--- src/verilog/tx_steer_regs.vh ---
// Constants for the transmit input character steering block.
// Assumes inclusion by bare name from the design files of this block.
`ifndef TX_STEER_REGS_VH
`define TX_STEER_REGS_VH

// ------------------------------------------------------------
// Widths
// ------------------------------------------------------------
`define WORD_W 12
`define CMD_W 3
`define CTL_W 3

// ------------------------------------------------------------
// Field positions on the parallel word
// ------------------------------------------------------------
`define BYTE_MSB 7
`define BIT_NINTH 8
`define BIT_TENTH 9
`define BIT_ELEVENTH 10
`define BIT_TWELFTH 11
`define NARROW_MSB 9

// Positions inside the queued control code.
`define CTL_VIOL 2
`define CTL_CELL 1
`define CTL_SPEC 0

// ------------------------------------------------------------
// Encoder commands
// ------------------------------------------------------------
`define CMD_DATA 3'h0
`define CMD_SPECIAL 3'h1
`define CMD_IDLE 3'h2
`define CMD_VIOL 3'h3
`define CMD_RAW 3'h4
`define CMD_CELL_DATA 3'h5
`define CMD_CELL_SPECIAL 3'h6

// ------------------------------------------------------------
// Reset values
// ------------------------------------------------------------
`define RST_WORD 12'h000
`define RST_CTL 3'h0
`define RST_CMD 3'h2

`endif
--- src/verilog/edge_strobe.v ---
// Rising-edge strobe for a synchronised clock pin.
// Assumes the input is already synchronised to sys_clk.
`timescale 1ns/1ps

module edge_strobe (
  input wire sys_clk,
  input wire arst_n,
  input wire level_in,
  output wire rise_pulse
);

  reg prev_ff;

  // Remembers the last level to find a low-to-high step.
  always @(posedge sys_clk or negedge arst_n) begin
    if (!arst_n) begin
      prev_ff <= 1'b0;
    end else begin
      prev_ff <= level_in;
    end
  end

  assign rise_pulse = level_in & ~prev_ff;

endmodule // edge_strobe

--- src/verilog/sync2.v ---
// Two flip-flop synchroniser bank for pins from outside the clock domain.
// Assumes each bit is an independent level; multi-bit words need stability.
`timescale 1ns/1ps

module sync2 #(
  parameter WIDTH = 1
) (
  input wire sys_clk,
  input wire arst_n,
  input wire [WIDTH-1:0] pin_in,
  output wire [WIDTH-1:0] pin_sync
);

  reg [WIDTH-1:0] stage1_ff;
  reg [WIDTH-1:0] stage2_ff;

  // The first stage feeds only the second stage.
  always @(posedge sys_clk or negedge arst_n) begin
    if (!arst_n) begin
      stage1_ff <= {WIDTH{1'b0}};
      stage2_ff <= {WIDTH{1'b0}};
    end else begin
      stage1_ff <= pin_in;
      stage2_ff <= stage1_ff;
    end
  end

  assign pin_sync = stage2_ff;

endmodule // sync2

--- src/verilog/tx_input_character_steering.v ---
// Transmit input steering: decides what parallel bits 8 to 11 and the
// character-type line mean in each FIFO, encoder and width setting.
// Assumes a FIFO on sys_clk outside this block that takes the write
// strobe and word, and offers its head entry and a not-empty level.
`timescale 1ns/1ps
`include "tx_steer_regs.vh"

module tx_input_character_steering (
  input wire sys_clk,
  input wire arst_n,
  input wire [11:0] tx_parallel_word,
  input wire halt_now_n,
  input wire send_violation,
  input wire cell_start_flag,
  input wire special_or_data_sel,
  input wire queue_bypass_n,
  input wire coder_bypass_n,
  input wire narrow_width_sel,
  input wire tx_write_en,
  input wire tx_queue_clock,
  input wire ref_clock,
  input wire queue_has_data,
  input wire [11:0] queue_head_word,
  input wire [2:0] queue_head_ctl,
  output wire queue_write,
  output wire [11:0] queue_write_word,
  output wire [2:0] queue_write_ctl,
  output wire queue_read,
  output wire tx_halted,
  output wire char_valid,
  output wire [2:0] char_cmd,
  output wire [11:0] char_word
);

  // ------------------------------------------------------------
  // Functions
  // ------------------------------------------------------------

  // Builds the raw pre-encoded character from the parallel word.
  function [11:0] raw_char;
    input [11:0] word;
    input narrow;
    begin
      raw_char[`BYTE_MSB:0] = word[`BYTE_MSB:0];
      raw_char[`BIT_NINTH] = word[`BIT_NINTH];
      raw_char[`BIT_TENTH] = word[`BIT_TENTH];
      if (narrow) begin
        raw_char[`BIT_TWELFTH:`BIT_ELEVENTH] = 2'h0;
      end else begin
        raw_char[`BIT_ELEVENTH] = word[`BIT_ELEVENTH];
        raw_char[`BIT_TWELFTH] = word[`BIT_TWELFTH];
      end
    end
  endfunction

  // Maps the combined per-character control code onto an encoder command.
  function [2:0] ctl_to_cmd;
    input [2:0] ctl;
    begin
      if (ctl[`CTL_VIOL]) begin
        ctl_to_cmd = `CMD_VIOL;
      end else if (ctl[`CTL_CELL] && ctl[`CTL_SPEC]) begin
        ctl_to_cmd = `CMD_CELL_SPECIAL;
      end else if (ctl[`CTL_CELL]) begin
        ctl_to_cmd = `CMD_CELL_DATA;
      end else if (ctl[`CTL_SPEC]) begin
        ctl_to_cmd = `CMD_SPECIAL;
      end else begin
        ctl_to_cmd = `CMD_DATA;
      end
    end
  endfunction

  // ------------------------------------------------------------
  // Pin synchronisation
  // ------------------------------------------------------------

  wire [11:0] word_s;
  wire [9:0] ctl_s;
  wire halt_n_s;
  wire viol_s;
  wire cell_s;
  wire spec_s;
  wire qbyp_n_s;
  wire cbyp_n_s;
  wire narrow_s;
  wire wr_en_s;
  wire qclk_s;
  wire rclk_s;
  wire qclk_rise;
  wire rclk_rise;

  // Every pin except the FIFO head and not-empty inputs passes two flip-flops before any steering logic reads it.
  sync2 #(
    .WIDTH(12)
  ) u_word_sync (
    .sys_clk(sys_clk),
    .arst_n(arst_n),
    .pin_in(tx_parallel_word),
    .pin_sync(word_s)
  );

  sync2 #(
    .WIDTH(10)
  ) u_ctl_sync (
    .sys_clk(sys_clk),
    .arst_n(arst_n),
    .pin_in({halt_now_n, send_violation, cell_start_flag, special_or_data_sel,
             queue_bypass_n, coder_bypass_n, narrow_width_sel, tx_write_en,
             tx_queue_clock, ref_clock}),
    .pin_sync(ctl_s)
  );

  assign halt_n_s = ctl_s[9];
  assign viol_s = ctl_s[8];
  assign cell_s = ctl_s[7];
  assign spec_s = ctl_s[6];
  assign qbyp_n_s = ctl_s[5];
  assign cbyp_n_s = ctl_s[4];
  assign narrow_s = ctl_s[3];
  assign wr_en_s = ctl_s[2];
  assign qclk_s = ctl_s[1];
  assign rclk_s = ctl_s[0];

  // Edge strobes stand in for the two pin clocks.
  edge_strobe u_qclk_edge (
    .sys_clk(sys_clk),
    .arst_n(arst_n),
    .level_in(qclk_s),
    .rise_pulse(qclk_rise)
  );

  edge_strobe u_rclk_edge (
    .sys_clk(sys_clk),
    .arst_n(arst_n),
    .level_in(rclk_s),
    .rise_pulse(rclk_rise)
  );

  // ------------------------------------------------------------
  // Mode decode
  // ------------------------------------------------------------

  wire queue_on;
  wire coder_on;
  wire queue_coded;
  wire direct_coded;
  wire direct_raw;

  assign queue_on = qbyp_n_s;
  assign coder_on = cbyp_n_s;
  assign queue_coded = queue_on & coder_on;
  assign direct_coded = ~queue_on & coder_on;
  assign direct_raw = ~queue_on & ~coder_on;

  // ------------------------------------------------------------
  // Write side and halt level, sampled on queue clock edges
  // ------------------------------------------------------------

  reg queue_write_ff;
  reg [11:0] queue_write_word_ff;
  reg [2:0] queue_write_ctl_ff;
  reg halted_ff;
  reg nxt_queue_write;
  reg [11:0] nxt_queue_write_word;
  reg [2:0] nxt_queue_write_ctl;
  reg nxt_halted;

  // Builds the next FIFO entry; halt never blocks this path.
  always @* begin
    nxt_queue_write = 1'b0;
    nxt_queue_write_word = queue_write_word_ff;
    nxt_queue_write_ctl = queue_write_ctl_ff;
    nxt_halted = halted_ff;
    if (!queue_on) begin
      nxt_halted = 1'b0;
    end else if (qclk_rise) begin
      nxt_halted = coder_on & ~halt_n_s;
      if (wr_en_s) begin
        nxt_queue_write = 1'b1;
        if (coder_on) begin
          nxt_queue_write_word = {4'h0, word_s[`BYTE_MSB:0]};
          nxt_queue_write_ctl = {viol_s, cell_s, spec_s};
        end else begin
          nxt_queue_write_word = raw_char(word_s, narrow_s);
          nxt_queue_write_ctl = `RST_CTL;
        end
      end
    end
  end

  // Registers the write side.
  always @(posedge sys_clk or negedge arst_n) begin
    if (!arst_n) begin
      queue_write_ff <= 1'b0;
      queue_write_word_ff <= `RST_WORD;
      queue_write_ctl_ff <= `RST_CTL;
      halted_ff <= 1'b0;
    end else begin
      queue_write_ff <= nxt_queue_write;
      queue_write_word_ff <= nxt_queue_write_word;
      queue_write_ctl_ff <= nxt_queue_write_ctl;
      halted_ff <= nxt_halted;
    end
  end

  // ------------------------------------------------------------
  // Character slot, one per reference clock edge
  // ------------------------------------------------------------

  reg queue_read_ff;
  reg char_valid_ff;
  reg [2:0] char_cmd_ff;
  reg [11:0] char_word_ff;
  reg nxt_queue_read;
  reg nxt_char_valid;
  reg [2:0] nxt_char_cmd;
  reg [11:0] nxt_char_word;

  // Chooses what the encoder gets in each character slot.
  always @* begin
    nxt_queue_read = 1'b0;
    nxt_char_valid = 1'b0;
    nxt_char_cmd = char_cmd_ff;
    nxt_char_word = char_word_ff;
    if (rclk_rise) begin
      nxt_char_valid = 1'b1;
      nxt_char_cmd = `CMD_IDLE;
      nxt_char_word = `RST_WORD;
      if (queue_on) begin
        if (queue_has_data && !halted_ff) begin
          nxt_queue_read = 1'b1;
          nxt_char_word = queue_head_word;
          if (coder_on) begin
            nxt_char_cmd = ctl_to_cmd(queue_head_ctl);
            // A queued violation symbol carries no data byte.
            if (queue_head_ctl[`CTL_VIOL]) begin
              nxt_char_word = `RST_WORD;
            end
          end else begin
            nxt_char_cmd = `CMD_RAW;
          end
        end
      end else if (wr_en_s) begin
        if (direct_raw) begin
          nxt_char_cmd = `CMD_RAW;
          nxt_char_word = raw_char(word_s, narrow_s);
        end else if (direct_coded && viol_s) begin
          nxt_char_cmd = `CMD_VIOL;
        end else begin
          // Cell start and halt play no part here.
          nxt_char_cmd = spec_s ? `CMD_SPECIAL : `CMD_DATA;
          nxt_char_word = {4'h0, word_s[`BYTE_MSB:0]};
        end
      end
    end
  end

  // Registers the character slot.
  always @(posedge sys_clk or negedge arst_n) begin
    if (!arst_n) begin
      queue_read_ff <= 1'b0;
      char_valid_ff <= 1'b0;
      char_cmd_ff <= `RST_CMD;
      char_word_ff <= `RST_WORD;
    end else begin
      queue_read_ff <= nxt_queue_read;
      char_valid_ff <= nxt_char_valid;
      char_cmd_ff <= nxt_char_cmd;
      char_word_ff <= nxt_char_word;
    end
  end

  // ------------------------------------------------------------
  // Outputs, each straight from a flip-flop
  // ------------------------------------------------------------

  assign queue_write = queue_write_ff;
  assign queue_write_word = queue_write_word_ff;
  assign queue_write_ctl = queue_write_ctl_ff;
  assign queue_read = queue_read_ff;
  assign tx_halted = halted_ff;
  assign char_valid = char_valid_ff;
  assign char_cmd = char_cmd_ff;
  assign char_word = char_word_ff;

endmodule // tx_input_character_steering

--- config.mk ---
export PLATFORM = sky130hd
export DESIGN_NAME = tx_input_character_steering
export DESIGN_NICKNAME = d
export VERILOG_FILES = /design/src/verilog/edge_strobe.v /design/src/verilog/sync2.v /design/src/verilog/tx_input_character_steering.v
export VERILOG_INCLUDE_DIRS = /design/src /design/src/verilog
export SDC_FILE = /design/constraint.sdc
export NUM_CORES = 1
export LEC_CHECK = 0
export BUFFER_PORTS_ARGS = -buffer_cell sky130_fd_sc_hd__buf_2
export CELL_PAD_IN_SITES_DETAIL_PLACEMENT = 1
export CELL_PAD_IN_SITES_GLOBAL_PLACEMENT = 1
export CORE_ASPECT_RATIO = 0.75
export CORE_MARGIN = 3
export CORE_UTILIZATION = 40
export CTS_CLUSTER_SIZE = 40
export DETAILED_ROUTE_END_ITERATION = 10
export HOLD_SLACK_MARGIN = 0.08
export PLACE_DENSITY_LB_ADDON = 0.25
export SLEW_MARGIN = 30
export SYNTH_ARGS = -nofsm -noshare
export SYNTH_HDL_FRONTEND = slang
export SYNTH_SLANG_ARGS = --single-unit
--- constraint.sdc ---
create_clock -name sys_clk -period 1.33 [get_ports sys_clk]
set_input_delay 0.1995 -clock sys_clk [delete_from_list [all_inputs] [get_ports sys_clk]]
set_output_delay 0.1995 -clock sys_clk [all_outputs]
set_load 0.02 [all_outputs]
==> results by group, run 1 <==
Status
  – Outcome: complete, no violations

Flow run
  – Number of max-cap violations: 0

Critical path
  – Reg2Reg Depth: 3
  – CP Class: flip-flop to flip-flop
  – CP arrival: 1.48 ns
  – WP data required: 1.58 ns
  – Crit path max fanout: 4
  – CP Launch Type: flip-flop
  – Crit path capture type: flip-flop

Floorplan
  – CORE AREA: 6380 um^2
  – IO Count: 74
  – Die ar.: 7700 um^2
  – Die Span Y: 76.8 um
  – # rows: 25
  – Starting Density: 41.9%
  – Die width: 100 um

Timing
  – Fin crit share: 92.3%
  – Final WS setup: 0.103 ns
  – Min Tclk post-route: 1.23 ns
  – Actual slew at the worst max-slew pin: 0.352 ns
  – Final count of negative-setup-slack endpoints: 0
  – Max Fclk: 0.815 GHz
  – Final Skew: 0.00458 ns
  – Slew Limit Fails: 0
  – Final hold violation count: 0
  – Slew headroom: 76.6%
  – WHS: 0.116 ns

Pwr
  – Pwr dens: 1400 nW/um^2
  – NetSw: 1.40 mW
  – Sw Ratio: 27.6%
  – Comb power frac: 15.0%
  – LEAKAGE: 1.80 nW
  – VDD IR max: 834 uV
  – Clock Power Share: 31.2%
  – Sequential share of power: 53.9%
  – Final total power: 5.09 mW
  – Int Power: 3.69 mW

Layout
  – Most common cell after layout, fill and taps aside: dfrtp_1
  – Most frequent cells in the layout: dfrtp_1 (78), buf_2 (72), nand2_1 (25)
  – Register area: 2000 um^2
  – Layout fillers: 681
  – Area Growth Syn to Fin: 36.2%
  – Antenna Cells: 0
  – Multi-input logic area: 559 um^2
  – Number of nets in the layout: 356
  – Layout cells sized above 1: 35.9%

Routing
  – Post-DRT Antenna Nets: 0
  – Iteration-0 DRC count of the detailed router: 29
  – Routed wire length: 6.25 mm
  – Wirelength per Cell: 15.6 um
  – Remaining DRCs: 0
  – Vias/cell: 4.72
  – Vias after detailed routing: 1,891
  – 1st-pass router iterations: 4

Yosys
  – Post-synthesis sequential area ratio: 75.0%
  – Syn_area_per_cell: 13.2 um^2
  – Post-Syn Area: 2670 um^2
  – Count of cell types in the netlist: 32
  – Syn. warnings: 0
  – Cells after synthesis: 202
  – Yosys reg bits: 80
  – Synthesized net count: 243

Place
  – Dpl ws: 0.00246 ns
  – I/O Buffers: 73
  – HPWL after DPL: 4.60 mm
  – RD Place Congestion: 0.755

Worst hold path
  – Hold Crit Class: primary input to flip-flop
  – Hold depth: 3

Clocking
  – Deepest clock path buffer count: 2
  – CTS tree: yes
  – Num CTS Buffers: 9
  – Skew-Pair Late Insertion Delay: 0.33 ns
  – H-Tree Depth: 3
  – Clock Tree Root: clkbuf_8
  – Clock transition at the registers of the reported paths: 0.08 ns
  – TritonCTS Sinks: 80

GRT
  – Total gr overflow: 0
  – Largest net degree at the start of global routing: 27
  – Number of global-route vias before repair: 2,067
  – First-pass GRT wire length: 10.4 mm
  – Antenna violations before repair: 0
  – GRT Util Overall: 17.6%
## logic make-up (layout without fill, tap and decap cells)
kind of cell | Yosys count | count (layout) | synth area share [%]
AO/OA/AOI/OAI | 45 | 45 | 10.4
adder cells (fa/ha/maj) | 1 | 1 | 0.468
buffers and inverters | 22 | 140 | 4.17
flip-flops | 80 | 80 | 75.0
multiplexers | 2 | 2 | 0.843
AND/OR/NAND/NOR | 52 | 52 | 9.13
## through the flow
stage | setup TNS [ns] | instance area, um^2 | cells | utilization, %
global placement | 0 | 3210 | 360 | 50.3
CTS | 0 | 3620 | 399 | 56.8
floorplan | 0 | 2670 | 202 | -
finish | 0 | 3640 | 401 | 57.0
global route | -0.00153 | 3640 | 401 | 57.0
detailed placement | 0 | 3210 | 360 | 50.3
## final cells by class
type,instances,area share [%]
clock buffer,11,3.89
inverter,11,1.13
multi-input combinational,100,15.4
tap,81,2.79
timing repair buffer,113,20.6
clock inverter,5,1.10
sequential,80,55.1
## power groups by stage
stage / Clock (mW) / Sequential [mW] / Combinational, mW
after global routing: 1.77 / 2.77 / 0.841
after global placement: 0 / 2.79 / 0.691
after floorplan: 0 / 2.95 / 0.198
after CTS: 1.65 / 2.75 / 0.773
final: 1.59 / 2.74 / 0.763
after detailed placement: 0 / 2.80 / 0.720
## critical path, stage by stage (launching register included)
cell	delay (ns)
dfrtp_1	0.40
nand3b_1	0.22
o31a_1	0.32
o31ai_2	0.20
## registers in the layout (all words and copies together), names as in the netlist, 3 cells and up
name                   flops
u_word_sync.stage1_ff     12
char_cmd                   3
queue_write_word          12
u_word_sync.pin_sync      12
u_ctl_sync.stage1_ff      10
u_ctl_sync.pin_sync       10
char_word                 12
queue_write_ctl            3
## per-layer routing
layer	track usage (%)	wire length, um	vias to the layer above
met3	4.73	305	8
met2	29.6	3210	45
met5	0	0	-
met4	5.52	76	0
met1	22.1	2660	934
li1	-	-	904
## cells in the mapped netlist
| library cell | number | area [um^2] |
|---|---|---|
| and3b_1 | 1 | 8.76 |
| ha_1 | 1 | 12.5 |
| mux2_2 | 2 | 22.5 |
| buf_4 | 4 | 30.0 |
| o21ai_0 | 17 | 85.1 |
| buf_2 | 5 | 25.0 |
| a32oi_1 | 2 | 17.5 |
| dfrtp_1 | 79 | 1980 |
| nand3_2 | 2 | 20.0 |
| inv_2 | 1 | 3.75 |
| o31ai_2 | 1 | 12.5 |
| nor2_1 | 14 | 52.6 |
| nand3b_1 | 1 | 7.51 |
| o211a_1 | 1 | 10.0 |
| buf_6 | 1 | 11.3 |
| o31a_1 | 1 | 8.76 |
| dfstp_2 | 1 | 26.3 |
| nand2_1 | 25 | 93.8 |
| or4b_1 | 1 | 10.0 |
| a31oi_1 | 10 | 62.6 |
| inv_1 | 10 | 37.5 |
| clkbuf_1 | 1 | 3.75 |
| a2bb2oi_1 | 1 | 8.76 |
| nand3_1 | 1 | 5.00 |
| nand4b_1 | 1 | 8.76 |
| nand4_1 | 1 | 6.26 |
| o22ai_1 | 8 | 50.1 |
| nor2b_1 | 3 | 18.8 |
| a21oi_1 | 3 | 15.0 |
| nand2b_1 | 1 | 6.26 |
| or2_2 | 1 | 6.26 |
| a21boi_1 | 1 | 7.51 |
## path summary, 6_finish.rpt
kind                                                      from                                  to  slack (ns)
hold reg to reg            u_word_sync.stage1_ff[10]$_DFF_PN0_  u_word_sync.pin_sync[10]$_DFF_PN0_        0.35
min in group asynchronous                               arst_n   u_word_sync.pin_sync[0]$_DFF_PN0_        0.31
max in group asynchronous                               arst_n  u_word_sync.stage1_ff[2]$_DFF_PN0_        0.51
hold / removal                             queue_head_word[11]           char_word[11]$_DFFE_PN0P_        0.12
setup reg to reg                         tx_halted$_DFFE_PN0P_             char_cmd[2]$_DFFE_PN0P_        0.10
setup / recovery                         tx_halted$_DFFE_PN0P_             char_cmd[2]$_DFFE_PN0P_        0.10
## timing repair
item | CTS | global route
endpoints found under the setup margin | 2 | 9
hold buffers | 23 | 0
pin swaps | 0 | 1
gates resized for setup | 1 | 1
setup buffers | 0 | 2
hold endpoints to repair | 46 | 0
(Power assumes the default switching activity.)
==> run 2, diff against run 1 <==
Settings changed: CTS_CLUSTER_DIAMETER set to 60, SYNTH_HIERARCHICAL set to 1.
==> run 2 against run 1 <==
  * The run now ends with negative setup slack left
  * Clock power increased by 24%
  * Hold slack got worse by 0.016 ns
  * Fmax decreased by 11%
  * Critical endpoint is now char_word[6]$_DFFE_PN0P_
  * Largest cell class unchanged
  * Highest routed layer unchanged
==> results by group, run 2 <==
Status
  – Outcome: complete, but fails checks
  – Failing checks: negative setup slack

Floorplan
  – CORE AREA: 6440 um^2 (+0.98%)
  – Die ar.: 7820 um^2 (+1.5%)
  – Die width: 101 um (+0.75%)
  – Die Span Y: 77.3 um (+0.74%)
  – # rows: 25 (unchanged)
  – IO Count: 74 (unchanged)
  – Starting Density: 42.1% (+0.25 points)

Routing
  – Iteration-0 DRC count of the detailed router: 35 (+21%)
  – Wirelength per Cell: 17.4 um (+12%)
  – Remaining DRCs: 0 (unchanged)
  – Vias after detailed routing: 1,898 (+0.37%)
  – 1st-pass router iterations: 4 (unchanged)
  – Post-DRT Antenna Nets: 0 (unchanged)
  – Routed wire length: 6.70 mm (+7.2%)
  – Vias/cell: 4.93 (+4.5%)

Critical path
  – CP Class: flip-flop to flip-flop
  – CP Launch Type: flip-flop
  – WP data required: 1.57 ns (about the same)
  – CP arrival: 1.63 ns (+0.15 ns)
  – Max incr delay on CP: 0.40 ns (about the same)
  – CP delay by family, top: simple AND/OR/NAND/NOR gates
  – Crit path max fanout: 8 (+4)
  – Crit path cell chain: nor2b_4 -> and3b_2 -> and3_4 -> a311o_1
  – Slowest cell on crit path: dfrtp_1
  – Crit path capture type: flip-flop
  – Worst Path Buf+Inv: 0 (unchanged)

GRT
  – Largest net degree at the start of global routing: 32 (+19%)
  – Global route hottest layer: met2
  – Total gr overflow: 0 (unchanged)
  – Met3 Use GR: 6.47% (+1.7 points)
  – Antenna violations before repair: 0 (unchanged)
  – GRT Util Overall: 19.4% (+1.8 points)
  – Number of global-route vias before repair: 2,153 (+4.2%)
  – M2 GR Usage: 31.2% (+1.6 points)
  – First-pass GRT wire length: 11.2 mm (+7.7%)
  – M1 GR Usage: 23.2% (+1.1 points)

Yosys
  – Yosys reg bits: 80 (unchanged)
  – Top post-synthesis cells by area: dfrtp_1 (73%), a311o_1 (3.7%), mux2_2 (3.3%)
  – Synthesized net count: 222 (-8.6%)
  – Post-synthesis sequential area ratio: 73.8% (-1.2 points)
  – Yosys top cell area share: 72.8% (-1.2 points)
  – Count of cell types in the netlist: 32 (unchanged)
  – Count leader, synth: dfrtp_1
  – Cells after synthesis: 181 (-10%)
  – Post-Syn Area: 2710 um^2 (+1.6%)
  – Fraction of registers with async set/reset: 100% (unchanged)
  – Largest area contributor in the netlist: dfrtp_1
  – Syn_area_per_cell: 15.0 um^2 (+13%)
  – Number of synthesized flops with an enable pin: 0 (unchanged)
  – Synth cell count leaders: dfrtp_1 (79), nand2_1 (13), nor2b_1 (11)
  – Syn. warnings: 6 (+6)
  – Post-synth top flop: dfrtp_1

Clocking
  – CTS tree: yes
  – Clock transition at the registers of the reported paths: 0.08 ns (about the same)
  – TritonCTS Sinks: 80 (unchanged)
  – Num CTS Buffers: 9 (unchanged)
  – Deepest clock path buffer count: 2 (unchanged)
  – Clock Tree Root: clkbuf_8
  – Skew-Pair Late Insertion Delay: 0.36 ns (+0.03 ns)
  – H-Tree Depth: 3 (unchanged)

Timing
  – Max Fclk: 0.722 GHz (-11%)
  – Final WS setup: -0.0547 ns (-0.157 ns)
  – WHS: 0.0991 ns (-0.0165 ns)
  – Final hold violation count: 0 (unchanged)
  – Actual slew at the worst max-slew pin: 0.405 ns (+0.0536 ns)
  – Fin crit share: 104% (+12 points)
  – Slew headroom: 73.0% (-3.6 points)
  – Final Skew: 0.00991 ns (+0.00533 ns)
  – Final count of negative-setup-slack endpoints: 8 (+8)
  – RSZ-0062 raised after global routing: true
  – Slew Limit Fails: 0 (unchanged)
  – Min Tclk post-route: 1.38 ns (+0.157 ns)

Pwr
  – Final total power: 5.50 mW (+8.1%)
  – VDD IR max: 851 uV (+2.0%)
  – LEAKAGE: 1.86 nW (+3.7%)
  – Pwr dens: 1420 nW/um^2 (+1.5%)

Layout
  – Area Growth Syn to Fin: 42.8%
  – Number of nets in the layout: 340 (-4.5%)
  – Most common cell after layout, fill and taps aside: dfrtp_1
  – Final core utilization: 60.2% (+3.1 points)
  – Antenna Cells: 0 (unchanged)
  – Layout cells sized above 1: 43.4% (+7.5 points)
  – Most frequent cells in the layout: dfrtp_1 (78), buf_2 (72), dlygate4sd3_1 (29)
  – Non-Filler Instances: 385 (-4.0%)
  – Post-route cell area: 3880 um^2 (+6.5%)

Place
  – Placed Area: 3260 um^2 (+1.6%)
  – RD Place Congestion: 0.725 (-3.9%)
  – I/O Buffers: 73 (unchanged)
  – Placed insts: 337 (-6.4%)
  – HPWL after DPL: 4.38 mm (-4.8%)

Flow run
  – Number of max-cap violations: 0 (unchanged)

Worst hold path
  – Hold Crit Class: primary input to flip-flop
[run 2: cell count changes in the layout (fill, tap and decap cells not counted), sizes merged, moves of 8 or more]
cell	change
a311o	+10
a31oi	-10
and3	+8
inv	-8
nand2	-12
nor2	-12
nor2b	+10
o21ai	-9
[run 2: through the flow]
step	setup WS [ns]	TNS, ns
after floorplan	0.0340	0
after global placement	-0.0259	-0.170
after detailed placement	-0.0950	-0.729
after CTS	-0.0505	-0.215
after global routing	-0.0924	-0.666
final	-0.0547	-0.336
[run 2: path summary, 6_finish.rpt]
path	start	endpoint	slack (ns)	cells after the start
max in group asynchronous	arst_n	char_cmd[1]$_DFFE_PN1P_	0.49	3
min in group asynchronous	arst_n	queue_write$_DFF_PN0_	0.31	2
min reg2reg	u_word_sync/stage1_ff[5]$_DFF_PN0_	u_word_sync/pin_sync[5]$_DFF_PN0_	0.35	0
max	u_ctl_sync/pin_sync[0]$_DFF_PN0_	char_word[6]$_DFFE_PN0P_	-0.05	4
min	queue_head_word[8]	char_word[8]$_DFFE_PN0P_	0.1	2
max reg2reg	u_ctl_sync/pin_sync[0]$_DFF_PN0_	char_word[6]$_DFFE_PN0P_	-0.05	4
[run 2: logic make-up (layout without fill, tap and decap cells)]
| group | Yosys count | count (layout) | synth area share [%] |
|---|---|---|---|
| flip-flops | 80 | 80 | 73.8 |
| AND/OR/NAND/NOR | 49 | 49 | 10.7 |
| AO/OA/AOI/OAI | 31 | 31 | 9.36 |
| buffers and inverters | 12 | 135 | 2.30 |
| multiplexers | 8 | 8 | 3.32 |
| adder cells (fa/ha/maj) | 1 | 1 | 0.461 |
[run 2: report_power, final]
group / total (mW) / internal [mW] / switching (mW)
registers: 2.74 / 2.64 / 0.104
clock network: 1.97 / 1.11 / 0.868
logic: 0.788 / 0.357 / 0.430
total: 5.50 / 4.10 / 1.40
[run 2: per-layer routing]
| metal | share of wire, % | vias up | wire (um) |
|---|---|---|---|
| met5 | 0 | - | 0 |
| li1 | - | 864 | - |
| met3 | 4.8 | 17 | 322 |
| met1 | 42 | 961 | 2820 |
| met4 | 2.7 | 0 | 180 |
| met2 | 50 | 56 | 3380 |
[run 2: timing repair]
item,CTS,global route
hold endpoints to repair,55,0
pin swaps,18,4
setup endpoints to repair,10,15
gates resized for setup,14,4
hold buffers,29,0
setup buffers,2,1
[run 2: cell type report]
cell class	instances	area, um^2
fill	643	2570
sequential	80	2000
timing repair buffer	115	813
multi-input combinational	89	721
clock buffer	11	141
tap	81	101
clock inverter	5	80.1
inverter	4	15.0
==> run 3, diff against run 2 <==
Settings changed: SKIP_LAST_GASP set to 1.
==> run 3 against run 2 <==
  * The flow still finishes with violations (negative setup slack)
  * Register-to-register slack about the same
  * Clock skew about the same
  * Sequential share of layout area up 0.12 points
  * Flip-flop and latch count unchanged
  * First-iteration DRC count down 5.7%
  * Critical path depth unchanged
  * Via count down 0.95%
  * Clock power about the same
  * Hold slack worse by 0.0011 ns
  * Clock-buffer cell count unchanged
==> results by group, run 3 (same netlist as run 2, synthesis figures left out) <==
Clocking
  – Deepest clock path buffer count: 2 (unchanged)
  – Clock transition at the registers of the reported paths: 0.08 ns (about the same)
  – CTS tree: yes
  – Num CTS Buffers: 9 (unchanged)
  – H-Tree Depth: 3 (unchanged)
  – Skew-Pair Late Insertion Delay: 0.36 ns (about the same)
  – TritonCTS Sinks: 80 (unchanged)
  – Clock Tree Root: clkbuf_8

Critical path
  – Max incr delay on CP: 0.39 ns (about the same)
  – Reg-to-reg startpoint: u_ctl_sync/pin_sync[0]$_DFF_PN0_
  – CP Launch Type: flip-flop
  – Crit path cell chain: nor2b_4 -> and3b_2 -> and3_4 -> a311o_1
  – CP delay by family, top: simple AND/OR/NAND/NOR gates
  – Worst Path Buf+Inv: 0 (unchanged)
  – CP Launch Point: u_ctl_sync/pin_sync[0]$_DFF_PN0_
  – Slowest cell on crit path: dfrtp_1
  – Crit path max fanout: 8 (unchanged)
  – Crit path capture type: flip-flop
  – CP Class: flip-flop to flip-flop
  – CP arrival: 1.63 ns (about the same)
  – WP data required: 1.57 ns (about the same)

Timing
  – Max Fclk: 0.723 GHz (about the same)
  – Setup TNS: -0.330 ns (+0.00560 ns)
  – Final hold violation count: 0 (unchanged)
  – RSZ-0062 raised after global routing: true
  – Fin crit share: 104% (about the same)
  – Final Skew: 0.00976 ns (-0.000149 ns)
  – Slew Limit Fails: 0 (unchanged)
  – Slew headroom: 72.9% (-0.092 points)
  – Actual slew at the worst max-slew pin: 0.407 ns (+0.00138 ns)
  – Final count of negative-setup-slack endpoints: 8 (unchanged)
  – Min Tclk post-route: 1.38 ns (-0.000663 ns)
  – Final WS setup: -0.0540 ns (+0.000663 ns)

Layout
  – Area Growth Syn to Fin: 42.5%
  – Most frequent cells in the layout: dfrtp_1 (78), buf_2 (72), dlygate4sd3_1 (29)
  – Antenna Cells: 0 (unchanged)
  – Most common cell after layout, fill and taps aside: dfrtp_1
  – Layout cells sized above 1: 42.8% (-0.66 points)
  – Layout fillers: 645 (+0.31%)
  – Number of nets in the layout: 340 (unchanged)

Floorplan
  – CORE AREA: 6440 um^2 (unchanged)
  – Starting Density: 42.1% (unchanged)
  – Die Span Y: 77.3 um (unchanged)
  – IO Count: 74 (unchanged)
  – # rows: 25 (unchanged)
  – Die width: 101 um (unchanged)
  – Die ar.: 7820 um^2 (unchanged)

Routing
  – Wirelength per Cell: 17.3 um (-0.64%)
  – Remaining DRCs: 0 (unchanged)
  – Routed wire length: 6.66 mm (-0.64%)
  – Post-DRT Antenna Nets: 0 (unchanged)
  – Iteration-0 DRC count of the detailed router: 33 (-5.7%)
  – Vias/cell: 4.88 (-0.95%)
  – 1st-pass router iterations: 4 (unchanged)
  – Vias after detailed routing: 1,880 (-0.95%)

GRT
  – First-pass GRT wire length: 11.1 mm (-0.44%)
  – Total gr overflow: 0 (unchanged)
  – Largest net degree at the start of global routing: 32 (unchanged)
  – GRT Util Overall: 19.3% (-0.14 points)
  – Antenna violations before repair: 0 (unchanged)
  – Number of global-route vias before repair: 2,137 (-0.74%)

Status
  – Outcome: complete, but fails checks
  – Failing checks: negative setup slack

Place
  – I/O Buffers: 73 (unchanged)
  – RD Place Congestion: 0.725 (unchanged)
  – HPWL after DPL: 4.38 mm (unchanged)

Pwr
  – Final total power: 5.50 mW (about the same)
  – Pwr dens: 1420 nW/um^2 (+0.22%)
  – VDD IR max: 852 uV (about the same)
  – LEAKAGE: 1.86 nW (about the same)

Flow run
  – Number of max-cap violations: 0 (unchanged)

Worst hold path
  – Hold path start: queue_head_word[8]
  – Hold Crit Class: primary input to flip-flop
-- run 3: cell counts in the layout (fill, tap and decap cells not counted) --
No cell type changed its count.
-- run 3: area by class of cell --
type	count	area [um^2]	area share (%)
Inverter	4	15.0	0.388
Clock inverter	5	80.1	2.07
Multi-Input combinational cell	89	712	18.4
Timing Repair Buffer	115	813	21.0
Tap cell	81	101	2.62
Sequential cell	80	2000	51.8
Clock buffer	11	141	3.66
-- run 3: worst paths after layout --
kind	end	slack, ns	cells past startpoint
min	char_word[8]$_DFFE_PN0P_	0.1	2
max	char_word[6]$_DFFE_PN0P_	-0.05	4
min reg2reg	u_word_sync/pin_sync[5]$_DFF_PN0_	0.35	0
max reg2reg	char_word[6]$_DFFE_PN0P_	-0.05	4
max in group asynchronous	char_cmd[1]$_DFFE_PN1P_	0.49	3
min in group asynchronous	queue_write$_DFF_PN0_	0.30	2
-- run 3: layer usage --
layer / routed length (um) / up-vias / part of all wire, % / track usage, %
met3: 303 / 11 / 4.5 / 6.02
li1: - / 864 / - / -
met4: 133 / 0 / 2.0 / 9.03
met2: 3400 / 50 / 51 / 31.5
met1: 2820 / 955 / 42 / 23.2
met5: 0 / - / 0 / 0
-- run 3: what timing repair did --
item / 4_1_cts / 5_1_grt
hold endpoints to repair: 55 / 0
hold buffers: 29 / 0
pin swaps: 18 / 4
endpoints found under the setup margin: 10 / 16
buffers inserted: 2 / 1
gates resized for setup: 13 / 3
-- run 3: metrics by stage --
step / worst slack (ns) / hold WS (ns) / utilization (%) / cells / area [um^2]
after floorplan: 0.0340 / -0.0961 / - / 181 / 2710
after global placement: -0.0259 / 0.155 / 50.6 / 337 / 3260
after detailed placement: -0.0950 / 0.161 / 50.6 / 337 / 3260
after CTS: -0.0505 / 0.0818 / 59.7 / 384 / 3850
after global routing: -0.0930 / 0.0897 / 60.0 / 385 / 3870
final: -0.0540 / 0.0980 / 60.0 / 385 / 3870
-- run 3: power breakdown --
| part | internal, mW | switching [mW] |
|---|---|---|
| sequential | 2.64 | 0.104 |
| clock | 1.11 | 0.870 |
| combinational | 0.357 | 0.429 |
| total | 4.10 | 1.40 |
